--- src/hw/dio_pkg.sv ---
package dio_pkg;

  // Bus and port widths
  localparam int ADDR_W = 2;
  localparam int DATA_W = 8;

  // Register offsets on the host bus
  localparam logic [ADDR_W-1:0] OFF_PORT_A = 2'h0;
  localparam logic [ADDR_W-1:0] OFF_PORT_B = 2'h1;
  localparam logic [ADDR_W-1:0] OFF_PORT_C = 2'h2;
  localparam logic [ADDR_W-1:0] OFF_CONFIG = 2'h3;

  // Reset state: basic mode, every port an input, nothing driven
  localparam logic [DATA_W-1:0] CFG_RESET = 8'h9B;
  localparam logic [DATA_W-1:0] BYTE_ZERO = 8'h00;
  localparam logic [DATA_W-1:0] BYTE_ONES = 8'hFF;

  // Configuration word fields
  localparam int CFG_MODE_SET = 7;
  localparam int CFG_A_MODE_HI = 6;
  localparam int CFG_A_MODE_LO = 5;
  localparam int CFG_A_IN = 4;
  localparam int CFG_CU_IN = 3;
  localparam int CFG_B_MODE = 2;
  localparam int CFG_B_IN = 1;
  localparam int CFG_CL_IN = 0;

  // Single-bit command fields (mode-set bit clear)
  localparam int BSR_SEL_HI = 3;
  localparam int BSR_SEL_LO = 1;
  localparam int BSR_VAL = 0;

  // Status word bit positions
  localparam int ST_A_FULL_N = 7;
  localparam int ST_A_IE = 6;
  localparam int ST_A_IN_FULL = 5;
  localparam int ST_IN_IE = 4;
  localparam int ST_A_REQ = 3;
  localparam int ST_B_IE = 2;
  localparam int ST_B_FULL_N = 1;
  localparam int ST_B_REQ = 0;

  // Third-port lines left free for general use
  localparam logic [DATA_W-1:0] SPARE_A_BASIC = 8'hF8;
  localparam logic [DATA_W-1:0] SPARE_A_STROBED = 8'h30;
  localparam logic [DATA_W-1:0] SPARE_B_BASIC = 8'h07;
  localparam logic [DATA_W-1:0] SPARE_NONE = 8'h00;

  // Upper and lower nibble of the third port
  localparam logic [DATA_W-1:0] NIBBLE_HI = 8'hF0;
  localparam logic [DATA_W-1:0] NIBBLE_LO = 8'h0F;

  // Operating modes of the first port
  typedef enum logic [1:0] {
    A_BASIC,
    A_STROBED,
    A_BIDIR
  } a_mode_t;

endpackage

--- src/hw/sync_bits.sv ---
`timescale 1ns/1ps
module sync_bits #(
  parameter int WIDTH = 8
) (
  input wire logic mclk,
  input wire logic rst,
  input wire logic [WIDTH-1:0] async_in,
  output logic [WIDTH-1:0] sync_out
);
  typedef struct packed {
    logic [WIDTH-1:0] meta;
    logic [WIDTH-1:0] stable;
  } sync_t;

  sync_t s_r;
  sync_t s_nxt;

  // First stage feeds only the second stage
  always_comb
  begin
    s_nxt.meta = async_in;
    s_nxt.stable = s_r.meta;
  end

  always_ff @(posedge mclk or posedge rst)
  begin
    if (rst)
      s_r <= '0;
    else
      s_r <= s_nxt;
  end

  assign sync_out = s_r.stable;
endmodule // sync_bits

--- src/hw/out_flag.sv ---
`timescale 1ns/1ps
module out_flag (
  input wire logic mclk,
  input wire logic rst,
  input wire logic clear,
  input wire logic load,
  input wire logic ack_n,
  output logic full_n
);
  typedef struct packed {
    logic full_n;
    logic ack_prev;
  } flag_t;

  flag_t s_r;
  flag_t s_nxt;

  // Host write pulls low, acknowledge edge returns high; write wins
  always_comb
  begin
    s_nxt = s_r;
    s_nxt.ack_prev = ack_n;
    if (clear)
      s_nxt.full_n = 1'b1;
    else if (load)
      s_nxt.full_n = 1'b0;
    else if (s_r.ack_prev && !ack_n)
      s_nxt.full_n = 1'b1;
  end

  always_ff @(posedge mclk or posedge rst)
  begin
    if (rst)
      s_r <= '{full_n: 1'b1, ack_prev: 1'b0};
    else
      s_r <= s_nxt;
  end

  assign full_n = s_r.full_n;
endmodule // out_flag

--- src/hw/strobed_output_bidir_port.sv ---
// Summary of operation
// First port strobed output leaves third-port lines 4 and 5 spare.
// Second port strobed output leaves no spare third-port lines.
// Strobed output: third-port read returns the handshake status word.
// Host write to first port drives its output-full flag low.
// Host write to second port drives its output-full flag low.
// Enables set or cleared by single-bit commands on bits 6 and 2.
// First request high when its enable and output-full flag high.
// Second request high when its enable and output-full flag high.
// Acknowledge levels never appear in the status word.
// Config 0xA0 selects first strobed output, 0x84 second.
// Host polls output-full flag high before writing next byte.
// Bidirectional mode: first port carries input and output transfers.
// Bidirectional only on first port; second stays independently set.
// Bidirectional with second basic: third-port lines 2..0 spare.
// Bidirectional status word layout on third-port read.
// Output enable on bit 6 gates output-full interrupt.
// Input enable on bit 4 gates input-full interrupt.
// Peripheral strobe loads input latch and raises input-full.
// Request high for enabled input-full or enabled output-full.
// Config bit 7 set is a mode word, clear a single-bit command.
// Acknowledge low takes the byte, output-full returns high.
// Bidirectional pins driven only while acknowledge is low.
`timescale 1ns/1ps
module strobed_output_bidir_port (
  input wire logic mclk,
  input wire logic rst,
  input wire logic [dio_pkg::ADDR_W-1:0] bus_addr,
  input wire logic bus_wr,
  input wire logic bus_rd,
  input wire logic [dio_pkg::DATA_W-1:0] bus_wdata,
  output logic [dio_pkg::DATA_W-1:0] bus_rdata,
  output logic bus_rvalid,
  input wire logic [dio_pkg::DATA_W-1:0] pa_in,
  output logic [dio_pkg::DATA_W-1:0] pa_out,
  output logic [dio_pkg::DATA_W-1:0] pa_oe,
  input wire logic [dio_pkg::DATA_W-1:0] pb_in,
  output logic [dio_pkg::DATA_W-1:0] pb_out,
  output logic [dio_pkg::DATA_W-1:0] pb_oe,
  input wire logic [dio_pkg::DATA_W-1:0] pc_in,
  output logic [dio_pkg::DATA_W-1:0] pc_out,
  output logic [dio_pkg::DATA_W-1:0] pc_oe,
  input wire logic first_acknowledge_n,
  input wire logic first_strobe_n,
  input wire logic second_acknowledge_n,
  output logic first_output_full_n,
  output logic first_input_full,
  output logic second_output_full_n,
  output logic first_irq_request,
  output logic second_irq_request
);
  import dio_pkg::*;

  localparam int SYNC_W = 3 * DATA_W + 3;

  typedef struct packed {
    logic [DATA_W-1:0] cfg;
    logic [DATA_W-1:0] a_lat;
    logic [DATA_W-1:0] b_lat;
    logic [DATA_W-1:0] in_lat;
    logic [DATA_W-1:0] pc_lat;
    logic [DATA_W-1:0] rdata;
    logic [DATA_W-1:0] pa_oe;
    logic [DATA_W-1:0] pb_oe;
    logic [DATA_W-1:0] pc_oe;
    logic rvalid;
    logic ibf;
    logic ie_a;
    logic ie_b;
    logic ie_in;
    logic stb_prev;
    logic irq_a;
    logic irq_b;
  } state_t;

  state_t s_r;
  state_t s_nxt;

  logic [DATA_W-1:0] pa_sync;
  logic [DATA_W-1:0] pb_sync;
  logic [DATA_W-1:0] pc_sync;
  logic ack_a;
  logic stb_a;
  logic ack_b;
  logic full_a_n;
  logic full_b_n;
  logic mode_set;
  logic load_a;
  logic load_b;
  a_mode_t a_mode;
  logic b_strobed;

  // Mode of the first port from the configuration word
  function automatic a_mode_t a_mode_of(input logic [DATA_W-1:0] cfg);
    a_mode_t m;
    m = A_BASIC;
    if (cfg[CFG_A_MODE_HI])
      m = A_BIDIR;
    else if (cfg[CFG_A_MODE_LO])
      m = A_STROBED;
    return m;
  endfunction

  // Third-port lines not taken by any handshake
  function automatic logic [DATA_W-1:0] spare_of(
    input logic [DATA_W-1:0] cfg
  );
    logic [DATA_W-1:0] m;
    m = SPARE_NONE;
    case (a_mode_of(cfg))
      A_BASIC:
        m = SPARE_A_BASIC;
      A_STROBED:
        m = SPARE_A_STROBED;
      A_BIDIR:
        m = SPARE_NONE;
      default:
        m = SPARE_NONE;
    endcase
    if (!cfg[CFG_B_MODE])
      m = m | SPARE_B_BASIC;
    return m;
  endfunction

  // Per-line direction of the third port, high for input
  function automatic logic [DATA_W-1:0] pc_dir_in(
    input logic [DATA_W-1:0] cfg
  );
    logic [DATA_W-1:0] d;
    d = BYTE_ZERO;
    if (cfg[CFG_CU_IN])
      d = d | NIBBLE_HI;
    if (cfg[CFG_CL_IN])
      d = d | NIBBLE_LO;
    return d;
  endfunction

  // All pins and handshake inputs come from the peripheral's domain
  sync_bits #(
    .WIDTH(SYNC_W)
  ) u_sync (
    .mclk(mclk),
    .rst(rst),
    .async_in({pa_in, pb_in, pc_in, first_acknowledge_n,
               first_strobe_n, second_acknowledge_n}),
    .sync_out({pa_sync, pb_sync, pc_sync, ack_a, stb_a, ack_b})
  );

  // Host strobes decoded; mode word needs bit 7 set
  always_comb
  begin
    a_mode = a_mode_of(s_r.cfg);
    b_strobed = s_r.cfg[CFG_B_MODE];
    mode_set = bus_wr && bus_addr == OFF_CONFIG
      && bus_wdata[CFG_MODE_SET];
    load_a = bus_wr && bus_addr == OFF_PORT_A && a_mode != A_BASIC;
    load_b = bus_wr && bus_addr == OFF_PORT_B && b_strobed;
  end

  // First port output-full, shared by strobed and bidirectional modes
  out_flag u_flag_a (
    .mclk(mclk),
    .rst(rst),
    .clear(mode_set),
    .load(load_a),
    .ack_n(ack_a),
    .full_n(full_a_n)
  );

  // Second port output-full
  out_flag u_flag_b (
    .mclk(mclk),
    .rst(rst),
    .clear(mode_set),
    .load(load_b),
    .ack_n(ack_b),
    .full_n(full_b_n)
  );

  // Register file, handshakes, status word and pin drive
  always_comb
  begin
    logic [DATA_W-1:0] spare;
    logic [DATA_W-1:0] dir_in;
    logic [DATA_W-1:0] spare_val;
    logic [DATA_W-1:0] status;
    logic [DATA_W-1:0] rd_val;
    logic [2:0] sel;
    logic stb_fall;
    spare = spare_of(s_r.cfg);
    dir_in = pc_dir_in(s_r.cfg);
    spare_val = (dir_in & pc_sync) | (~dir_in & s_r.pc_lat);
    status = spare_val & spare;
    rd_val = BYTE_ZERO;
    sel = bus_wdata[BSR_SEL_HI:BSR_SEL_LO];
    stb_fall = s_r.stb_prev && !stb_a;
    s_nxt = s_r;
    s_nxt.stb_prev = stb_a;
    s_nxt.rvalid = bus_rd;

    // Status word: spare lines first, then handshake bits on top
    case (a_mode)
      A_STROBED:
      begin
        status[ST_A_FULL_N] = full_a_n;
        status[ST_A_IE] = s_r.ie_a;
        status[ST_A_REQ] = s_r.irq_a;
      end
      A_BIDIR:
      begin
        status[ST_A_FULL_N] = full_a_n;
        status[ST_A_IE] = s_r.ie_a;
        status[ST_A_IN_FULL] = s_r.ibf;
        status[ST_IN_IE] = s_r.ie_in;
        status[ST_A_REQ] = s_r.irq_a;
      end
      A_BASIC:
        status = status;
      default:
        status = status;
    endcase
    if (b_strobed)
    begin
      status[ST_B_IE] = s_r.ie_b;
      status[ST_B_FULL_N] = full_b_n;
      status[ST_B_REQ] = s_r.irq_b;
    end
    // Acknowledge levels stay off the status word by construction R9

    // Read data, answered one cycle after the read strobe
    case (bus_addr)
      OFF_PORT_A:
      begin
        if (a_mode == A_BIDIR)
          rd_val = s_r.in_lat;
        else if (a_mode == A_BASIC && s_r.cfg[CFG_A_IN])
          rd_val = pa_sync;
        else
          rd_val = s_r.a_lat;
      end
      OFF_PORT_B:
      begin
        if (!b_strobed && s_r.cfg[CFG_B_IN])
          rd_val = pb_sync;
        else
          rd_val = s_r.b_lat;
      end
      OFF_PORT_C:
        rd_val = status;
      OFF_CONFIG:
        rd_val = BYTE_ZERO; // Write-only register
      default:
        rd_val = BYTE_ZERO;
    endcase
    if (bus_rd)
      s_nxt.rdata = rd_val;

    // Host reading the input latch empties it
    if (bus_rd && bus_addr == OFF_PORT_A && a_mode == A_BIDIR)
      s_nxt.ibf = 1'b0;
    // Peripheral strobe loads the latch; a same-cycle read loses
    if (a_mode == A_BIDIR && stb_fall)
    begin
      s_nxt.in_lat = pa_sync;
      s_nxt.ibf = 1'b1;
    end

    // Data port writes
    if (bus_wr && bus_addr == OFF_PORT_A)
      s_nxt.a_lat = bus_wdata;
    if (bus_wr && bus_addr == OFF_PORT_B)
      s_nxt.b_lat = bus_wdata;
    // Direct third-port writes touch only spare lines
    if (bus_wr && bus_addr == OFF_PORT_C)
      s_nxt.pc_lat = (s_r.pc_lat & ~spare) | (bus_wdata & spare);

    // Configuration: mode word or single-bit command
    if (bus_wr && bus_addr == OFF_CONFIG)
    begin
      if (bus_wdata[CFG_MODE_SET])
      begin
        // New mode starts from a clean slate
        s_nxt.cfg = bus_wdata;
        s_nxt.a_lat = BYTE_ZERO;
        s_nxt.b_lat = BYTE_ZERO;
        s_nxt.pc_lat = BYTE_ZERO;
        s_nxt.ibf = 1'b0;
        s_nxt.ie_a = 1'b0;
        s_nxt.ie_b = 1'b0;
        s_nxt.ie_in = 1'b0;
      end
      else if (a_mode != A_BASIC && sel == 3'(ST_A_IE))
        s_nxt.ie_a = bus_wdata[BSR_VAL];
      else if (a_mode == A_BIDIR && sel == 3'(ST_IN_IE))
        s_nxt.ie_in = bus_wdata[BSR_VAL];
      else if (b_strobed && sel == 3'(ST_B_IE))
        s_nxt.ie_b = bus_wdata[BSR_VAL];
      else if (spare[sel])
        s_nxt.pc_lat[sel] = bus_wdata[BSR_VAL];
    end

    // Requests; a high output-full flag means the buffer was taken
    case (a_mode)
      A_STROBED:
        s_nxt.irq_a = s_r.ie_a && full_a_n;
      A_BIDIR:
        s_nxt.irq_a = (s_r.ie_a && full_a_n)
          || (s_r.ie_in && s_r.ibf);
      A_BASIC:
        s_nxt.irq_a = 1'b0;
      default:
        s_nxt.irq_a = 1'b0;
    endcase
    s_nxt.irq_b = b_strobed && s_r.ie_b && full_b_n;

    // First port drive; bidirectional drives only under acknowledge
    case (a_mode)
      A_BASIC:
        s_nxt.pa_oe = s_r.cfg[CFG_A_IN] ? BYTE_ZERO : BYTE_ONES;
      A_STROBED:
        s_nxt.pa_oe = BYTE_ONES;
      A_BIDIR:
        s_nxt.pa_oe = ack_a ? BYTE_ZERO : BYTE_ONES;
      default:
        s_nxt.pa_oe = BYTE_ZERO;
    endcase
    // Second port drive, independent of the first port's mode
    if (b_strobed || !s_r.cfg[CFG_B_IN])
      s_nxt.pb_oe = BYTE_ONES;
    else
      s_nxt.pb_oe = BYTE_ZERO;
    // Spare output lines only; handshake lines have their own pins
    s_nxt.pc_oe = spare & ~dir_in;
  end

  // Single state register; reset leaves every pin undriven
  always_ff @(posedge mclk or posedge rst)
  begin
    if (rst)
    begin
      s_r <= '0;
      s_r.cfg <= CFG_RESET;
      s_r.stb_prev <= 1'b0; // Synchroniser resets low; no false edge
    end
    else
      s_r <= s_nxt;
  end

  // Outputs straight from flip-flops
  assign bus_rdata = s_r.rdata;
  assign bus_rvalid = s_r.rvalid;
  assign pa_out = s_r.a_lat;
  assign pa_oe = s_r.pa_oe;
  assign pb_out = s_r.b_lat;
  assign pb_oe = s_r.pb_oe;
  assign pc_out = s_r.pc_lat;
  assign pc_oe = s_r.pc_oe;
  assign first_output_full_n = full_a_n;
  assign first_input_full = s_r.ibf;
  assign second_output_full_n = full_b_n;
  assign first_irq_request = s_r.irq_a;
  assign second_irq_request = s_r.irq_b;
endmodule // strobed_output_bidir_port

--- config.mk ---
export PLATFORM = sky130hd
export DESIGN_NAME = strobed_output_bidir_port
export DESIGN_NICKNAME = d
export VERILOG_FILES = /design/src/hw/dio_pkg.sv /design/src/hw/sync_bits.sv /design/src/hw/out_flag.sv /design/src/hw/strobed_output_bidir_port.sv
export SDC_FILE = /design/constraint.sdc
export NUM_CORES = 1
export LEC_CHECK = 0
export BUFFER_PORTS_ARGS = -buffer_cell sky130_fd_sc_hd__buf_2
export CORE_MARGIN = 1.5
export CORE_UTILIZATION = 49
export DETAILED_ROUTE_END_ITERATION = 6
export GPL_TIMING_DRIVEN = 0
export PLACE_DENSITY = 0.72
export RECOVER_POWER = 50
export SLEW_MARGIN = 20
export SYNTH_ARGS = -nofsm -noshare
export SYNTH_HDL_FRONTEND = slang
export SYNTH_HIERARCHICAL = 1
export SYNTH_SLANG_ARGS = --single-unit
--- constraint.sdc ---
create_clock -name mclk -period 4.21 [get_ports mclk]
set_clock_uncertainty 0.1 [all_clocks]
set_input_delay 0.842 -clock mclk [delete_from_list [all_inputs] [get_ports mclk]]
set_output_delay 0.842 -clock mclk [all_outputs]
set_load 0.005 [all_outputs]
==> impl_metrics.py <==
metrics = {
    "sta": {
        "finalWorstSetupSlack_ns": 2.03,
        "min_period_ns": 2.18,
        "hold_viol": 0,
        "setup_violations": 0,
        "fin_crit_sh_pct": 51.8,
        "hold_ws_ns": 0.214,
        "max-slew-margin-rel_pct": 8.38,
        "finalSetupTns_ns": 0,
        "slew_violations": 0,
        "rsz0062_at_grt": "no",
        "worst_slew_pin_slew_ns": 1.37,
        "fmax_mhz": 458,
    },
    "grt": {
        "grt_pass1_wl_um": 19100,
        "grt_pass1_vias": 3746,
        "grt_max_degree": 33,
        "grt_overflow": 0,
        "antenna_found_initial": 0,
        "grt_usage_pct": 22.8,
    },
    "status": {
        "status": "finished, final reports clean",
    },
    "clocking": {
        "clk_latency_ns": 0.51,
        "clkTransAtPathRegs_ns": 0.05,
        "ctsLongestPathBuffers": 2,
        "cts_tree": "done",
        "cts_hold_buf": 0,
        "cts_inserted_buffers": 17,
        "clock_sinks": 119,
        "cts_root_buf": "clkbuf_8",
        "ctsResizeCount": 0,
        "cts_max_level": 4,
        "post_cts_buffers": 0,
    },
    "pwr": {
        "p_sw_mw": 0.925,
        "pwr-share-comb_pct": 19.6,
        "power_leakage_nw": 3.10,
        "pwr-share-seq_pct": 40.5,
        "pwr-share-clk_pct": 40.0,
        "power.internal_mw": 2.58,
        "p_per_area_nw_per_um2": 552,
        "total_power_mw": 3.50,
        "peakVddDrop_uv": 287,
        "switching_share_pct": 26.4,
    },
    "setup_path": {
        "crit_start": "pa_oe[6]",
        "r2r_start": "s_r[73]",
        "cp-endpoint": "pa_oe[7]",
        "critical_path_class": "flip-flop to primary output",
        "crit_cells": 2,
        "worst-path-buf-inv": 2,
        "timing.rr.end": "bus_rdata[2]",
        "critPathCaptureType": "primary output",
        "critPathMaxFanout": 8,
        "critPathTopFamily": "flip-flops",
        "cp_cell_sequence": "buf_4, buf_2",
        "arrival_ns": 1.24,
        "worstRegToRegCells": 5,
        "max_stage_delay_ns": 0.46,
        "crit_path_top_delay_cell": "dfrtp_1",
        "r2r_slack_ns": 2.23,
        "worstPathRequired_ns": 3.27,
        "critPathLaunchType": "flip-flop",
    },
    "route": {
        "drc": 0,
        "wl_per_cell_um": 16.7,
        "vias": 3615,
        "drt_first_pass_iters": 4,
        "drt_iter0_drc": 268,
        "antenna_left": 0,
        "vias_per_cell": 5.08,
        "drt-total-wl_um": 11900,
    },
    "floorplanning": {
        "core_um2": 9910,
        "rows": 36,
        "die_w_um": 105,
        "die_y_um": 105,
        "io_pins": 103,
        "start_util_pct": 51.0,
        "die-area_um2": 10900,
    },
    "placement": {
        "dpl_worst_slack_ns": 1.57,
        "gp_congestion": 0.861,
        "placed_cell_area_um2": 5770,
        "io_buffers": 100,
        "dp_hpwl_um": 8470,
    },
    "yosys": {
        "ys_seq_elements": 119,
        "syn_avg_cell_area_um2": 11.4,
        "yosysWarnings": 6,
        "synthCells": 445,
        "syn-num-nets": 486,
        "ys_async_sr_fraction_pct": 100,
        "synth_edf_count": 0,
        "ys.flop_type": "dfrtp_1",
        "seq_area_frac_synth_pct": 59.0,
        "synthDistinctLibCells": 38,
        "synth_area_um2": 5060,
    },
    "cells_and_area": {
        "drive_gt1_share_pct": 36.6,
        "nets": 607,
        "syn2layout_area_growth_pct": 25.4,
        "fin_area_um2": 6340,
        "diodes": 0,
        "fill_cells": 774,
    },
    "run": {
        "maxCapViolCount": 0,
    },
    "hold_path": {
        "hold_class": "input port to asynchronous set/reset pin",
    },
}
-- placed cells by master, fill, tap and decap left out, types with 4 or more instances in the layout --
cell	n
mux2i_1	23
a21oi_1	19
mux2_1	22
clkbuf_16	16
nand2_1	54
a22oi_1	6
nor2_1	24
o21ai_0	7
dfstp_2	6
clkbuf_1	15
buf_2	109
dfrtp_1	113
a31oi_1	6
buf_4	58
o21ai_1	9
inv_1	8
and3_1	4
nor2b_1	5
o211ai_1	11
nand3_1	10
nand2b_1	8
-- power by group through the flow --
stage | combinational, mW | sequential, mW | clock [mW]
after global routing | 0.750 | 1.43 | 1.47
after floorplan | 0.457 | 1.39 | 0
after global placement | 0.658 | 1.42 | 0
after CTS | 0.690 | 1.42 | 1.42
after detailed placement | 0.682 | 1.43 | 0
final | 0.685 | 1.42 | 1.40
-- kinds of logic (layout without fill, tap and decap cells) --
group / Yosys count / after routing / synth area share, %
compound gates: 65 / 65 / 7.89
simple gates: 123 / 123 / 11.7
mux: 48 / 48 / 10.1
buf+inv: 90 / 224 / 11.3
flops: 119 / 119 / 59.0
-- cells in the mapped netlist, drive strengths merged, types with 3 or more instances --
master,instances,share of area [%]
o21ai,16,1.6
mux2,25,5.6
nand2,55,4.1
clkbuf,8,0.59
o211ai,11,1.6
nor2,24,1.8
dfrtp,113,56
dfstp,6,3.1
a21oi,19,1.9
buf,72,10
and3,4,0.49
mux2i,23,4.6
nand4,3,0.37
a31oi,6,0.74
nand2b,8,0.99
a22oi,6,0.89
nand3,10,0.99
a41oi,3,0.52
inv,10,0.74
nor2b,5,0.62
-- how the worst min path moves through the flow --
stage	endpoint	slack, ns	cells after the start
after detailed placement	u_sync/sync_out[14]	0.23	0
after CTS	u_flag_b/s_r[0]	0.15	2
after global placement	u_sync/sync_out[16]	0.23	0
final	u_flag_b/s_r[0]	0.21	2
after global routing	u_flag_a/s_r[0]	0.24	2
after floorplan	u_sync/sync_out[0]	0.23	0
-- registers in the layout (all words and copies together) (netlist names), 4 cells and up --
signal and cells:
pc_out 8, pc_oe 4, pa_out 8, u_sync/sync_out 27, pb_out 8, u_sync/s_nxt 27
bus_rdata 8, s_r 18
-- final cells by class --
| type | count | area, um^2 | share of cell area (%) |
|---|---|---|---|
| buffer | 80 | 532 | 8.39 |
| timing repair buffer | 102 | 538 | 8.49 |
| clock inverter | 12 | 154 | 2.43 |
| multi-input combinational | 236 | 1500 | 23.7 |
| tap | 133 | 166 | 2.62 |
| inverter | 10 | 38.8 | 0.612 |
| clock buffer | 20 | 425 | 6.71 |
| sequential | 119 | 2990 | 47.1 |
-- routing by layer --
| layer | GRT usage (%) | part of all wire, % | vias up |
|---|---|---|---|
| li1 | - | - | 1703 |
| met1 | 29.9 | 43 | 1753 |
| met2 | 37.0 | 49 | 139 |
| met3 | 5.12 | 5.9 | 20 |
| met4 | 9.20 | 1.7 | 0 |
| met5 | 0 | 0 | - |
-- per-stage QoR --
step                      cells  utilization [%]
after floorplan             445                -
after global placement      678             57.8
after detailed placement    680             58.2
after CTS                   712             64.0
after global routing        712             64.0
final                       712             64.0
No activity file was read; power rests on OpenSTA's default activity.
